$ cat config.mk
export PLATFORM = sky130hd
export DESIGN_NAME = rcf_device_flat
export DESIGN_NICKNAME = d
export VERILOG_FILES = /design/src/inc/rcf_pkg.sv /design/src/inc/rcf_link_if.sv /design/src/rcf_device.sv /design/src/flat_wrapper.sv
export SDC_FILE = /design/constraint.sdc
export NUM_CORES = 1
export LEC_CHECK = 0
export BUFFER_PORTS_ARGS = -buffer_cell sky130_fd_sc_hd__buf_2
export CORE_MARGIN = 2
export CORE_UTILIZATION = 50
export DETAILED_ROUTE_END_ITERATION = 10
export PLACE_DENSITY = 0.79
export RECOVER_POWER = 25
export SYNTH_ARGS = -nofsm -noshare
export SYNTH_HDL_FRONTEND = slang
export SYNTH_SLANG_ARGS = --single-unit
$ cat constraint.sdc
create_clock -name clk -period 9.65 [get_ports clk]
set_input_delay 0.4825 -clock clk [delete_from_list [all_inputs] [get_ports clk]]
set_output_delay 0.4825 -clock clk [all_outputs]
set_load 0.01 [all_outputs]
$ cat src/inc/rcf_pkg.sv
// Constants shared by both ends of the remote command response link.
// Assumes a byte-wide valid/ready stream between the two ends.
package rcf_pkg;
    localparam logic [7:0] START_DELIM = 8'h7e;
    localparam logic [7:0] TYPE_RSP = 8'h97;
    localparam logic [7:0] TYPE_REQ = 8'h17;
    localparam logic [15:0] RESERVED_WORD = 16'hfffe;
    localparam logic [7:0] CHK_BASE = 8'hff;
    localparam logic [7:0] ID_NONE = 8'h00;
    // Bytes from frame type through status, before any parameter value
    localparam logic [15:0] FIXED_BODY = 16'h000f;
    localparam logic [15:0] POS_LEN_HI = 16'h0001;
    localparam logic [15:0] POS_LEN_LO = 16'h0002;
    localparam logic [15:0] POS_TYPE = 16'h0003;
    localparam logic [15:0] POS_ID = 16'h0004;
    localparam logic [15:0] POS_ADDR = 16'h0005;
    localparam logic [15:0] POS_RSV = 16'h000d;
    localparam logic [15:0] POS_CMD = 16'h000f;
    localparam logic [15:0] POS_STAT = 16'h0011;
    localparam logic [15:0] POS_PARAM = 16'h0012;
    localparam int MAX_PARAM = 8;
    typedef enum logic [7:0] {
        ST_OK = 8'h00,
        ST_ERROR = 8'h01,
        ST_BAD_CMD = 8'h02,
        ST_BAD_PARAM = 8'h03,
        ST_TX_FAIL = 8'h04,
        ST_CRYPT_ERR = 8'h0c
    } rcf_status_e;
endpackage

$ cat src/inc/rcf_link_if.sv
// Byte stream from the framing end to the host parser.
// Assumes both ends share clk; ready may stall the sender at any time.
`timescale 1ns/10ps
interface rcf_link_if;
    logic valid;
    logic ready;
    logic [7:0] data;
    logic last;
    modport dev (output valid, output data, output last, input ready);
    modport host (input valid, input data, input last, output ready);
endinterface

$ cat src/rcf_device.sv
// Response framer: turns a finished remote command into one response frame.
// Assumes the request fields are held stable while reqValid is high.
`timescale 1ns/10ps

// What this block does
// - Frame opens with start delimiter byte
// - Length counts bytes between length and checksum
// - Type byte marks remote command response
// - Respond only to remote command requests
// - Frame identifier zero suppresses the frame
// - Echo request frame identifier at byte four
// - Responder 64-bit address from byte five
// - Reserved word fixed; host ignores it
// - Two command characters at byte fifteen
// - Status byte carries documented outcome codes
// - Parameter change: no parameter field
// - Query: append current setting after status
// - Checksum is 0xff minus body sum
// - Several frames may share one identifier
module rcf_device #(
    parameter int MAXP = rcf_pkg::MAX_PARAM
) (
    input wire logic clk,
    input wire logic reset,
    input wire logic reqValid,
    output logic reqReady,
    input wire logic [7:0] reqType,
    input wire logic [7:0] reqFrameId,
    input wire logic [63:0] reqSrcAddr,
    input wire logic [15:0] reqCmd,
    input wire rcf_pkg::rcf_status_e reqStatus,
    input wire logic reqQuery,
    input wire logic [7:0] reqParamLen,
    input wire logic [MAXP-1:0][7:0] reqParam,
    output logic dropPulse,
    rcf_link_if.dev link
);
    import rcf_pkg::*;

    typedef enum logic [1:0] {
        S_IDLE = 2'b01,
        S_SEND = 2'b10
    } rcf_dstate_e;

    typedef struct packed {
        rcf_dstate_e st;
        logic reqReady;
        logic drop;
        logic [7:0] frameId;
        logic [63:0] srcAddr;
        logic [15:0] cmd;
        logic [7:0] status;
        logic [15:0] bodyLen;
        logic [MAXP-1:0][7:0] param;
        logic [15:0] idx;
        logic [7:0] sum;
        logic [1:0] bufValid;
        logic [1:0][7:0] bufData;
        logic [1:0] bufLast;
    } rcf_dev_s;

    rcf_dev_s state_ff;
    rcf_dev_s nxt_state;

    ////////////////////////////////////////////////////////////////////////////
    // Byte at a frame position; the checksum position is handled by the caller
    function automatic logic [7:0] frameByte(input rcf_dev_s s, input logic [15:0] p);
        logic [15:0] off;
        logic [7:0] b;
        off = 16'h0000;
        b = 8'h00;
        if (p == 16'h0000) begin
            b = START_DELIM;
        end else if (p == POS_LEN_HI) begin
            b = s.bodyLen[15:8];
        end else if (p == POS_LEN_LO) begin
            b = s.bodyLen[7:0];
        end else if (p == POS_TYPE) begin
            b = TYPE_RSP;
        end else if (p == POS_ID) begin
            b = s.frameId;
        end else if (p < POS_RSV) begin
            off = p - POS_ADDR;
            b = s.srcAddr[8*(7-off[2:0]) +: 8];
        end else if (p < POS_CMD) begin
            b = (p == POS_RSV) ? RESERVED_WORD[15:8] : RESERVED_WORD[7:0];
        end else if (p < POS_STAT) begin
            b = (p == POS_CMD) ? s.cmd[15:8] : s.cmd[7:0];
        end else if (p == POS_STAT) begin
            b = s.status;
        end else begin
            off = p - POS_PARAM;
            b = s.param[off[$clog2(MAXP+1)-1:0]];
        end
        return b;
    endfunction

    ////////////////////////////////////////////////////////////////////////////
    logic [15:0] lastPos;
    logic [7:0] newByte;
    logic newLast;
    logic push;
    logic pop;
    logic [7:0] clipLen;

    always_comb begin
        nxt_state = state_ff;
        nxt_state.reqReady = 1'b0;
        nxt_state.drop = 1'b0;
        push = 1'b0;
        newByte = 8'h00;
        newLast = 1'b0;
        clipLen = (reqParamLen > 8'(MAXP)) ? 8'(MAXP) : reqParamLen;
        // Checksum sits after the body, so its position is length plus three
        lastPos = state_ff.bodyLen + POS_TYPE;
        // Head entry leaves when the host takes it
        pop = state_ff.bufValid[0] && link.ready;
        if (pop) begin
            nxt_state.bufValid[0] = state_ff.bufValid[1];
            nxt_state.bufData[0] = state_ff.bufData[1];
            nxt_state.bufLast[0] = state_ff.bufLast[1];
            nxt_state.bufValid[1] = 1'b0;
        end
        case (state_ff.st)
            S_IDLE: begin
                if (reqValid && !state_ff.reqReady) begin
                    nxt_state.reqReady = 1'b1;
                    // Only a remote command request with a real identifier earns a reply
                    if (reqType != TYPE_REQ || reqFrameId == ID_NONE) begin
                        nxt_state.drop = 1'b1;
                    end else begin
                        // Each accepted request is one frame; repeats may reuse the id
                        nxt_state.st = S_SEND;
                        nxt_state.frameId = reqFrameId;
                        nxt_state.srcAddr = reqSrcAddr;
                        nxt_state.cmd = reqCmd;
                        nxt_state.status = reqStatus;
                        nxt_state.param = reqParam;
                        // A change carries no value back, a query carries the setting
                        if (reqQuery) begin
                            nxt_state.bodyLen = FIXED_BODY + {8'h00, clipLen};
                        end else begin
                            nxt_state.bodyLen = FIXED_BODY;
                        end
                        nxt_state.idx = 16'h0000;
                        nxt_state.sum = 8'h00;
                    end
                end
            end
            S_SEND: begin
                // Room is judged before the pop so ready never gates the push; through the pop it only picks the slot
                if (!state_ff.bufValid[1]) begin
                    push = 1'b1;
                    if (state_ff.idx == lastPos) begin
                        newByte = CHK_BASE - state_ff.sum;
                        newLast = 1'b1;
                        nxt_state.st = S_IDLE;
                    end else begin
                        newByte = frameByte(state_ff, state_ff.idx);
                        if (state_ff.idx >= POS_TYPE) begin
                            nxt_state.sum = state_ff.sum + newByte;
                        end
                    end
                    nxt_state.idx = state_ff.idx + 16'h0001;
                end
            end
            default: begin
                nxt_state.st = S_IDLE;
            end
        endcase
        if (push) begin
            if (!nxt_state.bufValid[0]) begin
                nxt_state.bufValid[0] = 1'b1;
                nxt_state.bufData[0] = newByte;
                nxt_state.bufLast[0] = newLast;
            end else begin
                nxt_state.bufValid[1] = 1'b1;
                nxt_state.bufData[1] = newByte;
                nxt_state.bufLast[1] = newLast;
            end
        end
    end

    always_ff @(posedge clk) begin
        if (reset) begin
            state_ff <= '0;
            state_ff.st <= S_IDLE;
        end else begin
            state_ff <= nxt_state;
        end
    end

    assign reqReady = state_ff.reqReady;
    assign dropPulse = state_ff.drop;
    assign link.valid = state_ff.bufValid[0];
    assign link.data = state_ff.bufData[0];
    assign link.last = state_ff.bufLast[0];
endmodule

$ cat src/flat_wrapper.sv
// flat-port wrapper written by rule: the top's interface ports become plain ports
module rcf_device_flat import rcf_pkg::*;
#(
    parameter int MAXP = rcf_pkg::MAX_PARAM
)
  (clk, reset, reqValid, reqReady, reqType, reqFrameId, reqSrcAddr, reqCmd, reqStatus, reqQuery, reqParamLen, reqParam, dropPulse, link_valid, link_data, link_last, link_ready);
  rcf_link_if link_i ();
  input wire logic clk;
  input wire logic reset;
  input wire logic reqValid;
  output logic reqReady;
  input wire logic [7:0] reqType;
  input wire logic [7:0] reqFrameId;
  input wire logic [63:0] reqSrcAddr;
  input wire logic [15:0] reqCmd;
  input wire rcf_pkg::rcf_status_e reqStatus;
  input wire logic reqQuery;
  input wire logic [7:0] reqParamLen;
  input wire logic [MAXP-1:0][7:0] reqParam;
  output logic dropPulse;
  output wire logic [$bits(link_i.valid)-1:0] link_valid;
  output wire logic [$bits(link_i.data)-1:0] link_data;
  output wire logic [$bits(link_i.last)-1:0] link_last;
  input wire logic [$bits(link_i.ready)-1:0] link_ready;
  assign link_valid = link_i.valid;
  assign link_data = link_i.data;
  assign link_last = link_i.last;
  assign link_i.ready = link_ready;
  rcf_device #(.MAXP(MAXP)) u_core (.clk(clk), .reset(reset), .reqValid(reqValid), .reqReady(reqReady), .reqType(reqType), .reqFrameId(reqFrameId), .reqSrcAddr(reqSrcAddr), .reqCmd(reqCmd), .reqStatus(reqStatus), .reqQuery(reqQuery), .reqParamLen(reqParamLen), .reqParam(reqParam), .dropPulse(dropPulse), .link(link_i));
endmodule
==> results of run 1 <==
## worst max-delay path by stage
| stage | from | to | slack [ns] |
|---|---|---|---|
| 2_1_floorplan | u_core.state_ff[28] | u_core.state_ff[27] | 5.16 |
| 5_1_grt | u_core.state_ff[28] | u_core.state_ff[26] | 4.53 |
| 3_3_place_gp | u_core.state_ff[29] | u_core.state_ff[27] | 5.12 |
| 3_5_place_dp | u_core.state_ff[28] | u_core.state_ff[27] | 5.04 |
| 6_report | u_core.state_ff[29] | u_core.state_ff[27] | 4.96 |
| 4_1_cts | u_core.state_ff[29] | u_core.state_ff[27] | 5.01 |
## Yosys cell counts (4+ instances only)
library cell / instances / area, um2
ha_1: 16 / 200
a211o_1: 4 / 35.0
nor2b_1: 7 / 43.8
inv_1: 19 / 71.3
mux4_2: 32 / 721
o21ai_0: 38 / 190
a21oi_1: 200 / 1000
a211oi_1: 8 / 60.1
buf_1: 5 / 18.8
nor2_1: 54 / 203
xor2_1: 14 / 123
dfxtp_1: 217 / 4340
nand2_1: 371 / 1390
nand2b_1: 6 / 37.5
and3_1: 12 / 75.1
a31oi_1: 15 / 93.8
nand3_1: 26 / 130
nor3_1: 13 / 65.1
mux2_2: 9 / 101
nor4_1: 12 / 75.1
clkbuf_1: 73 / 274
nand4_1: 10 / 62.6
buf_4: 11 / 82.6
mux2i_1: 18 / 180
buf_2: 7 / 35.0
xnor2_1: 13 / 114
## layer usage
metal | track usage [%] | vias up | routed length (um)
met2 | 43.8 | 332 | 13800
met1 | 34.0 | 4480 | 12200
met4 | 8.05 | 0 | 844
met5 | 0 | - | 0
met3 | 3.73 | 57 | 1750
li1 | - | 4674 | -
## state kept, by name, indices dropped and copies added (netlist names)
register	cells
u_core.state_ff	205
u_core.reqReady	1
u_core.link.last	1
u_core.link.valid	1
u_core.dropPulse	1
u_core.link.data	8
## kinds of logic after synthesis
kind of cell	count (synthesis)	synth area share [%]
adder cells (fa/ha/maj)	17	2.12
XOR/XNOR	28	2.44
AND/OR/NAND/NOR	541	22.5
multiplexers	59	9.66
AO/OA/AOI/OAI	304	16.6
flip-flops	217	41.9
buffers and inverters	116	4.75
## metrics by stage
step | worst slack (ns) | hold WS [ns]
4_1_cts | 5.01 | 0.178
5_1_grt | 4.53 | 0.179
6_report | 4.96 | 0.189
3_3_place_gp | 5.12 | 0.440
2_1_floorplan | 5.16 | 0.433
3_5_place_dp | 5.04 | 0.445
## cell type report
| cell class | count | share of cell area [%] |
|---|---|---|
| flip-flops and latches | 217 | 36.2 |
| clock inverters | 12 | 0.813 |
| well taps | 270 | 2.82 |
| multi-input cells | 949 | 46.1 |
| clock buffers | 30 | 5.18 |
| inverters | 19 | 0.594 |
| repair buffers | 197 | 8.25 |
## worst register-to-register path: cells and delay by family, from the launching register on
kind	cells	cell delay (ns)
flip-flops	1	0.32
multiplexers	1	0.41
buffers and inverters	1	0.10
AO/OA/AOI/OAI	10	2.14
AND/OR/NAND/NOR	3	0.46
adder cells (fa/ha/maj)	2	1.12
## power by group through the flow
stage                     sequential (mW)  combinational, mW  clock, mW
after floorplan                     0.918             0.0173          0
final                               0.897             0.0597      0.841
after global routing                0.897             0.0654      0.886
after global placement              0.917             0.0589          0
after CTS                           0.897             0.0598      0.848
after detailed placement            0.918             0.0593          0
==> flow_metrics.env, run 1 <==
export IMPL_status="finished with violations"
export IMPL_violations="max-capacitance violations, max-slew violations"
export IMPL_synth_flop_cell="dfxtp_1"
export IMPL_worstPathCellList="inv_1 -> ha_1 -> mux4_2 -> nor2b_1 -> a2111oi_0 -> a211o_1 -> a221oi_1 -> a211o_1 -> ha_1 -> o21ai_0 -> a21oi_1 -> o21a_1 -> o21a_1 -> nor2_1 -> o21ai_1 -> nor4bb_1 -> a211o_1"
export IMPL_p_leak_nw=4.37
export IMPL_stdcell_area_um2=12000
export IMPL_cts_max_path_buffers=3
export IMPL_vias=9543
export IMPL_rows=52
export IMPL_die_x_um=148
export IMPL_path_delay_family="compound AO/OA/AOI/OAI gates"
export IMPL_wire_per_inst_um=16.9
export IMPL_cts_tree="built"
export IMPL_switchingPower_mw=0.407
export IMPL_routabilityCongestion=0.944
export IMPL_ys_seq_area_share_pct=41.9
export IMPL_ir_worst_vdd_mv=0.0946
export IMPL_clkPwrFrac_pct=46.8
export IMPL_core_um2=20300
export IMPL_cts_hold_buffers=0
export IMPL_hp_class="in -> reg"
export IMPL_clock_fmax_mhz=213
export IMPL_critPathMaxStageDelay_ns=0.79
export IMPL_comb_power_share_pct=3.3
export IMPL_cts_htree_levels=1
export IMPL_crit_path_end_kind="register"
export IMPL_rsz0062_at_grt="no"
export IMPL_reg2reg_to="u_core.state_ff[27]"
export IMPL_ys_warnings_count=0
export IMPL_final_util_pct=59.1
export IMPL_whs_path_depth=3
export IMPL_layout_commonest_cell="nand2_1"
export IMPL_cp_start_kind="register"
export IMPL_syn_area_per_cell_um2=8.09
export IMPL_clk_latency_ns=0.53
export IMPL_wl_um=28600
export IMPL_viasPerCell=5.63
export IMPL_diodes=0
export IMPL_crit_arrival_ns=5.09
export IMPL_syn_to_final_growth_pct=15.7
export IMPL_maxSlewViolCount=77
export IMPL_cellInternalPower_mw=1.39
export IMPL_drt_pass1_iter_count=5
export IMPL_placed_area_um2=11300
export IMPL_final_period_utilization_pct=48.6
export IMPL_async_flop_share_pct=0
export IMPL_synthDistinctLibCells=69
export IMPL_place_inst=1652
export IMPL_finalPower_mw=1.80
export IMPL_dieHeight_um=148
export IMPL_syn_area_um2=10400
export IMPL_grt_max_degree=124
export IMPL_worst_path_stages=17
export IMPL_postSynthRegisterBits=217
export IMPL_r2r_slack_ns=4.96
export IMPL_cts_setup_buffers=0
export IMPL_multiInputGateArea_um2=5540
export IMPL_r2r_start="u_core.state_ff[29]"
export IMPL_grt_total_usage_pct=25.7
export IMPL_slowest_stage="ha_1"
export IMPL_crit_top_cell="a211o_1"
export IMPL_max_cap_viol_count=1
export IMPL_drive_gt1_share_pct=19.5
export IMPL_io_pin_count=193
export IMPL_powerDensity_nw_per_um2=150
export IMPL_layout_common_cells="nand2_1, dfxtp_1, a21oi_1"
export IMPL_period_needed_ns=4.69
export IMPL_worstSetupPathType="reg -> reg"
export IMPL_grt_pass1_vias=9278
export IMPL_start_util_pct=51.1
export IMPL_hpwl_um=20400
export IMPL_whs_endpoint="u_core.state_ff[157]"
export IMPL_grt_pass1_wl_um=46000
export IMPL_cts_sinks=217
export IMPL_drc=0
export IMPL_port_buffers=192
export IMPL_tns_ns=0
export IMPL_cp_max_fo=17
export IMPL_path_buf_inv=1
export IMPL_synth_nets=1480
export IMPL_crit_required_ns=10.05
export IMPL_stdcell_count=1694
export IMPL_min_from="reqSrcAddr[9]"
export IMPL_antenna_found_initial=0
export IMPL_p_sw_share_pct=22.7
export IMPL_drt_iter0_drc=622
export IMPL_pwr_share_seq_pct=49.9
export IMPL_cts_root_buf="clkbuf_16"
export IMPL_ctsResizeCount=0
export IMPL_max_slew_margin_rel_pct=-68.3
export IMPL_grt_ovfl_total=0
export IMPL_fin_nets=1605
export IMPL_finalSetupViolCount=0
export IMPL_final_hold_viol_count=0
export IMPL_nFillCells=1846
export IMPL_antenna_left=0
export IMPL_cts_buffers=23
export IMPL_worstRegToRegCells=17
export IMPL_clock_skew_ns=0.0175
export IMPL_synthCells=1282
export IMPL_tightest_slew_ns=2.52
export IMPL_die_area_um2=21900
export IMPL_seq_area_um2=4350
export IMPL_clkTransAtPathRegs_ns=0.06
export IMPL_synth_enable_flop_cells=0
Power figures use the tool's default switching activity.
==> inputs of run 2 (changes only) <==
==> constraint.sdc (replaced) <==
create_clock -name clk -period 4.8 [get_ports clk]
set_input_delay 0.24 -clock clk [delete_from_list [all_inputs] [get_ports clk]]
set_output_delay 0.24 -clock clk [all_outputs]
set_load 0.01 [all_outputs]
==> run 2 against run 1 <==
  * The flow still finishes with violations (max-capacitance violations, max-slew violations)
  * Setup slack got worse by 4.6 ns
  * Die area did not move
  * Final cell count rose by 9.4%
  * Flip-flop and latch count stayed put
  * Sequential power increased by 100%
  * Combinational power rose to 3.8 times the previous value
  * Critical path depth up 1
  * Clock skew about the same
  * Critical path type unchanged
==> flow_metrics.env, run 2 (synthesis gave the netlist of run 1 again) <==
export IMPL_status="finished with violations"
export IMPL_violations="max-capacitance violations, max-slew violations"
export IMPL_max_cap_viol_count=2
export IMPL_crit_arrival_ns=4.81
export IMPL_cts_root_buf="clkbuf_16"
export IMPL_cts_buffers=23
export IMPL_stdcell_count=1853
export IMPL_cts_tree="built"
export IMPL_routabilityCongestion=0.952
export IMPL_core_um2=20300
export IMPL_powerDensity_nw_per_um2=284
export IMPL_cts_htree_levels=1
export IMPL_grt_pass1_wl_um=53100
export IMPL_hold_slack_ns=0.00350
export IMPL_clock_skew_ns=0.0172
export IMPL_rsz0062_at_grt="no"
export IMPL_multiInputGateArea_um2=5540
export IMPL_clk_latency_ns=0.53
export IMPL_wire_per_inst_um=18.4
export IMPL_worstRegToRegCells=18
export IMPL_vias=10600
export IMPL_port_buffers=192
export IMPL_drc=0
export IMPL_viasPerCell=5.73
export IMPL_antenna_found_initial=2
export IMPL_period_needed_ns=4.40
export IMPL_rows=52
export IMPL_seq_area_um2=4350
export IMPL_maxSlewViolCount=125
export IMPL_place_inst=1658
export IMPL_timing_final_ws_setup_ns=0.402
export IMPL_path_delay_family="compound AO/OA/AOI/OAI gates"
export IMPL_wl_um=34000
export IMPL_placed_area_um2=11400
export IMPL_antenna_left=0
export IMPL_cp_max_fo=19
export IMPL_fin_nets=1763
export IMPL_p_leak_nw=5.06
export IMPL_io_pin_count=193
export IMPL_largest_register="u_core.state_ff"
export IMPL_drt_pass1_iter_count=6
export IMPL_grt_total_usage_pct=30.2
export IMPL_whs_endpoint="u_core.state_ff[107]"
export IMPL_critPathMaxStageDelay_ns=0.47
export IMPL_cts_setup_buffers=0
export IMPL_drt_iter0_drc=900
export IMPL_ctsResizeCount=0
export IMPL_cts_max_path_buffers=3
export IMPL_crit_path_end_kind="register"
export IMPL_start_util_pct=51.1
export IMPL_max_slew_margin_rel_pct=-92.2
export IMPL_drive_gt1_share_pct=17.8
export IMPL_nFillCells=1587
export IMPL_largest_register_ffs=205
export IMPL_final_period_utilization_pct=91.6
export IMPL_r2r_start="u_core.state_ff[29]"
export IMPL_worstSetupPathType="reg -> reg"
export IMPL_grt_pass1_vias=10400
export IMPL_grt_max_degree=112
export IMPL_cp_start_kind="register"
export IMPL_reg2reg_to="u_core.state_ff[27]"
export IMPL_worstPathCellList="buf_4 -> ha_1 -> nand3_1 -> or2_2 -> mux2_2 -> nor2_1 -> a222oi_1 -> o21ai_0 -> inv_1 -> ha_1 -> o21ai_0 -> a21oi_1 -> o21a_1 -> o21a_1 -> nor2_1 -> o21ai_1 -> nor4bb_1 -> a211o_1"
export IMPL_min_from="reqParam[63]"
export IMPL_finalSetupViolCount=0
export IMPL_crit_required_ns=5.22
export IMPL_layout_common_cells="nand2_1, dfxtp_1, a21oi_1"
export IMPL_cts_sinks=217
export IMPL_final_hold_viol_count=0
export IMPL_final_util_pct=67.2
export IMPL_stdcell_area_um2=13600
export IMPL_syn_to_final_growth_pct=31.6
export IMPL_ir_worst_vdd_mv=0.222
export IMPL_hp_class="in -> reg"
export IMPL_die_x_um=148
export IMPL_tns_ns=0
export IMPL_slowest_stage="o21ai_0"
export IMPL_path_buf_inv=2
export IMPL_whs_path_depth=3
export IMPL_tightest_slew_ns=2.88
export IMPL_r2r_slack_ns=0.40
export IMPL_dpl_worst_slack_ns=0.471
export IMPL_hpwl_um=20900
export IMPL_finalPower_mw=3.87
export IMPL_clock_fmax_mhz=227
export IMPL_layout_commonest_cell="nand2_1"
export IMPL_grt_ovfl_total=0
export IMPL_die_area_um2=21900
export IMPL_clkTransAtPathRegs_ns=0.07
export IMPL_cts_hold_buffers=151
export IMPL_dieHeight_um=148
## run 2: cell types whose count changed in the layout (fill, tap and decap cells not counted), moves of 2 or more
cell           previous run  this run
bufinv_16                 0         2
diode_2                   0         2
dlygate4sd3_1             0       152
clkinv_2                  5         2
buf_4                     5         8
clkbuf_8                  2         6
clkinv_4                  2         0
clkbuf_1                 17        19
## run 2: worst min-delay path, cell delays in order
cell and delay (ns):
buf_2 0.10, nand2_1 0.07, a21oi_1 0.06
## run 2: area by class of cell
class                           count  area share, %
Multi-Input combinational cell    949           40.6
Clock buffer                       33           4.93
Inverter                           19          0.523
Timing Repair Buffer              355           18.8
Antenna cell                        2         0.0367
Sequential cell                   217           31.8
Tap cell                          270           2.48
Clock inverter                      8          0.834
## run 2: worst max-delay path by stage
stage	slack, ns	endpoint	depth (start not counted)	from
after floorplan	0.31	u_core.state_ff[27]	20	u_core.state_ff[28]
after global placement	0.59	u_core.state_ff[27]	18	u_core.state_ff[28]
after detailed placement	0.47	u_core.state_ff[27]	17	u_core.state_ff[28]
after CTS	0.42	u_core.state_ff[27]	17	u_core.state_ff[29]
after global routing	0.02	u_core.state_ff[27]	18	u_core.state_ff[28]
final	0.40	u_core.state_ff[27]	18	u_core.state_ff[29]
## run 2: metal layers
layer	part of all wire (%)	vias up	track usage [%]
li1	-	5001	-
met2	49	507	51.4
met3	6.1	145	4.26
met5	0	-	0
met1	39	4958	37.2
met4	5.6	0	15.8
## run 2: report_power, final
group	internal, mW	switching (mW)	total [mW]
clock network	1.09	0.752	1.84
logic	0.140	0.0866	0.226
registers	1.80	0.00160	1.80
==> inputs of run 3 (changes only) <==
--- a/config.mk
+++ b/config.mk
@@ -5,6 +5,7 @@
 export SDC_FILE = /design/constraint.sdc
 export NUM_CORES = 1
 export LEC_CHECK = 0
+export ABC_AREA = 1
 export BUFFER_PORTS_ARGS = -buffer_cell sky130_fd_sc_hd__buf_2
 export CORE_MARGIN = 2
 export CORE_UTILIZATION = 50
==> run 3 against run 2 <==
  * The run still ends with max-capacitance violations, max-slew violations left
  * Final cell count increased by 12%
  * Die area up 3.5%
  * Via count increased by 5.7%
  * Setup slack better by 0.45 ns
  * Clock power shrank 7%
  * Sequential share of layout area is 0.082 points higher
  * Clock skew fell by 0.0015 ns
  * Critical path depth increased by 13
  * Critical path type unchanged
  * Critical endpoint is now u_core.state_ff[26]
  * Highest routed layer unchanged
  * Flip-flop and latch count stayed put
==> flow_metrics.env, run 3 <==
export IMPL_status="finished with violations"
export IMPL_violations="max-capacitance violations, max-slew violations"
export IMPL_grt_max_degree=94
export IMPL_crit_required_ns=5.24
export IMPL_nFillCells=1728
export IMPL_synth_flop_cell="dfxtp_1"
export IMPL_clock_fmax_mhz=253
export IMPL_synth_nets=1723
export IMPL_layout_common_cells="nor2_1, dfxtp_1, o21ai_0"
export IMPL_hpwl_um=21400
export IMPL_clk_latency_ns=0.53
export IMPL_max_slew_margin_rel_pct=-1.95
export IMPL_grt_pass1_vias=10700
export IMPL_slowest_stage="fa_1"
export IMPL_cp_start_kind="register"
export IMPL_cts_max_path_buffers=3
export IMPL_syn_to_final_growth_pct=26.7
export IMPL_cts_htree_levels=1
export IMPL_ys_seq_area_share_pct=40.4
export IMPL_rsz0062_at_grt="no"
export IMPL_die_x_um=151
export IMPL_cts_sinks=217
export IMPL_antenna_found_initial=1
export IMPL_fin_nets=1977
export IMPL_crit_path_end_kind="register"
export IMPL_viasPerCell=5.42
export IMPL_syn_area_um2=10700
export IMPL_synth_enable_flop_cells=0
export IMPL_drive_gt1_share_pct=16.1
export IMPL_wl_um=33400
export IMPL_crit_top_cell="nand2_1"
export IMPL_final_hold_viol_count=0
export IMPL_grt_met1_usage_pct=38.7
export IMPL_async_flop_share_pct=0
export IMPL_yosysTopAreaCell="dfxtp_1"
export IMPL_crit_arrival_ns=4.39
export IMPL_worstSetupPathType="reg -> reg"
export IMPL_clkTransAtPathRegs_ns=0.06
export IMPL_p_leak_nw=5.88
export IMPL_ys_warnings_count=0
export IMPL_vias=11200
export IMPL_tns_ns=0
export IMPL_port_buffers=192
export IMPL_clock_skew_ns=0.0157
export IMPL_finalSetupViolCount=0
export IMPL_layout_commonest_cell="nor2_1"
export IMPL_synth_common_cells="nor2_1, dfxtp_1, o21ai_0"
export IMPL_wire_per_inst_um=16.1
export IMPL_largest_register_ffs=205
export IMPL_final_util_pct=64.6
export IMPL_grt_pass1_wl_um=53100
export IMPL_core_um2=21100
export IMPL_final_period_utilization_pct=82.3
export IMPL_cp_max_fo=16
export IMPL_tightest_slew_ns=1.53
export IMPL_ir_worst_vdd_mv=0.205
export IMPL_busiest_layer="met2"
export IMPL_die_area_um2=22700
export IMPL_maxSlewViolCount=54
export IMPL_synth_top_cell_area_share_pct=40.4
export IMPL_drt_pass1_iter_count=5
export IMPL_critPathMaxStageDelay_ns=0.39
export IMPL_rows=53
export IMPL_max_cap_viol_count=1
export IMPL_cts_root_buf="clkbuf_16"
export IMPL_postSynthRegisterBits=217
export IMPL_io_pin_count=193
export IMPL_grt_ovfl_total=0
export IMPL_cts_tree="built"
export IMPL_synthTopCellsByArea="dfxtp_1, nor2_1, o21ai_0"
export IMPL_grt_use_met3_pct=4.36
export IMPL_period_needed_ns=3.95
export IMPL_powerDensity_nw_per_um2=274
export IMPL_largest_register="u_core.state_ff"
export IMPL_syn_area_per_cell_um2=7.05
export IMPL_drt_iter0_drc=875
export IMPL_synth_most_common_cell="nor2_1"
export IMPL_antenna_left=0
export IMPL_grt_total_usage_pct=29.1
export IMPL_cts_buffers=23
export IMPL_synthDistinctLibCells=47
export IMPL_hp_class="in -> reg"
export IMPL_use_met2_pct=47.8
export IMPL_synthCells=1525
export IMPL_stdcell_count=2070
export IMPL_start_util_pct=50.9
export IMPL_place_inst=1909
export IMPL_cts_setup_buffers=0
export IMPL_drc=0
export IMPL_dieHeight_um=151
export IMPL_routabilityCongestion=0.991
==> run 3: cell count changes after synthesis, moves of 12 or more <==
| cell | change |
|---|---|
| mux2i_1 | -18 |
| nand3_1 | +54 |
| inv_2 | +15 |
| nand2_1 | -202 |
| nor2_1 | +261 |
| and3_1 | -12 |
| o21ai_0 | +147 |
| a21oi_1 | -77 |
| nand3_2 | +12 |
| a211oi_1 | +52 |
| inv_1 | +105 |
| mux4_2 | -32 |
==> run 3: cells by family after synthesis <==
family,share of synthesized area (%)
buffers and inverters,9.04
muxes,0.943
AOI/OAI and AO/OA,20.4
and+or+nand+nor,25.6
xor gates and xnor gates,1.54
DFF,40.4
adders and majority gates,2.05
==> run 3: stage by stage <==
stage | instance area (um2) | setup WS, ns | hold slack (ns) | total power [mW]
after floorplan | 10700 | 1.06 | 0.341 | 1.88
after global placement | 11700 | 0.965 | 0.449 | 1.97
after detailed placement | 11700 | 0.910 | 0.454 | 1.97
after CTS | 13600 | 0.866 | 0.000332 | 3.73
after global routing | 13600 | 0.433 | 0.00136 | 3.83
final | 13600 | 0.850 | 0.00970 | 3.72
==> run 3: area by class of cell <==
cell class | count | area (um2) | area share [%]
inverters | 142 | 537 | 3.94
diodes | 1 | 2.50 | 0.0184
multi-input cells | 1071 | 5430 | 39.9
well taps | 275 | 344 | 2.53
clock buffers | 33 | 633 | 4.65
repair buffers | 324 | 2240 | 16.4
flip-flops and latches | 217 | 4350 | 31.9
clock inverters | 7 | 85.1 | 0.625
==> run 3: routing by layer <==
metal / up-vias / wire (um)
li1: 5549 / -
met1: 5051 / 14600
met2: 528 / 15200
met3: 84 / 2580
met4: 0 / 1050
met5: - / 0
==> run 3: critical path, delay by kind of cell, from the launching register on <==
family	cells	cell delay (ns)
AND/OR/NAND/NOR	19	2.00
adder cells (fa/ha/maj)	3	0.76
buffers and inverters	6	0.49
flip-flops	1	0.31
AO/OA/AOI/OAI	3	0.25
==> run 3: where the power goes <==
| part | switching, mW | internal (mW) | leakage (nW) |
|---|---|---|---|
| sequential | 0.00172 | 1.80 | 1.75 |
| combinational | 0.0814 | 0.124 | 3.79 |
| clock | 0.734 | 0.979 | 0.347 |
==> run 3: worst paths after layout <==
path / start / to / slack [ns] / depth (start not counted)
setup reg to reg: u_core.state_ff[29] / u_core.state_ff[26] / 0.85 / 31
hold reg to reg: u_core.state_ff[48] / u_core.state_ff[48] / 0.46 / 2
hold / removal: reqCmd[0] / u_core.state_ff[132] / 0.01 / 3
setup / recovery: u_core.state_ff[29] / u_core.state_ff[26] / 0.85 / 31
==> run 3: timing repair <==
action | in CTS | in global routing
hold buffers | 119 | 1
endpoints found under the hold margin | 119 | 1
resized for setup | 0 | 0
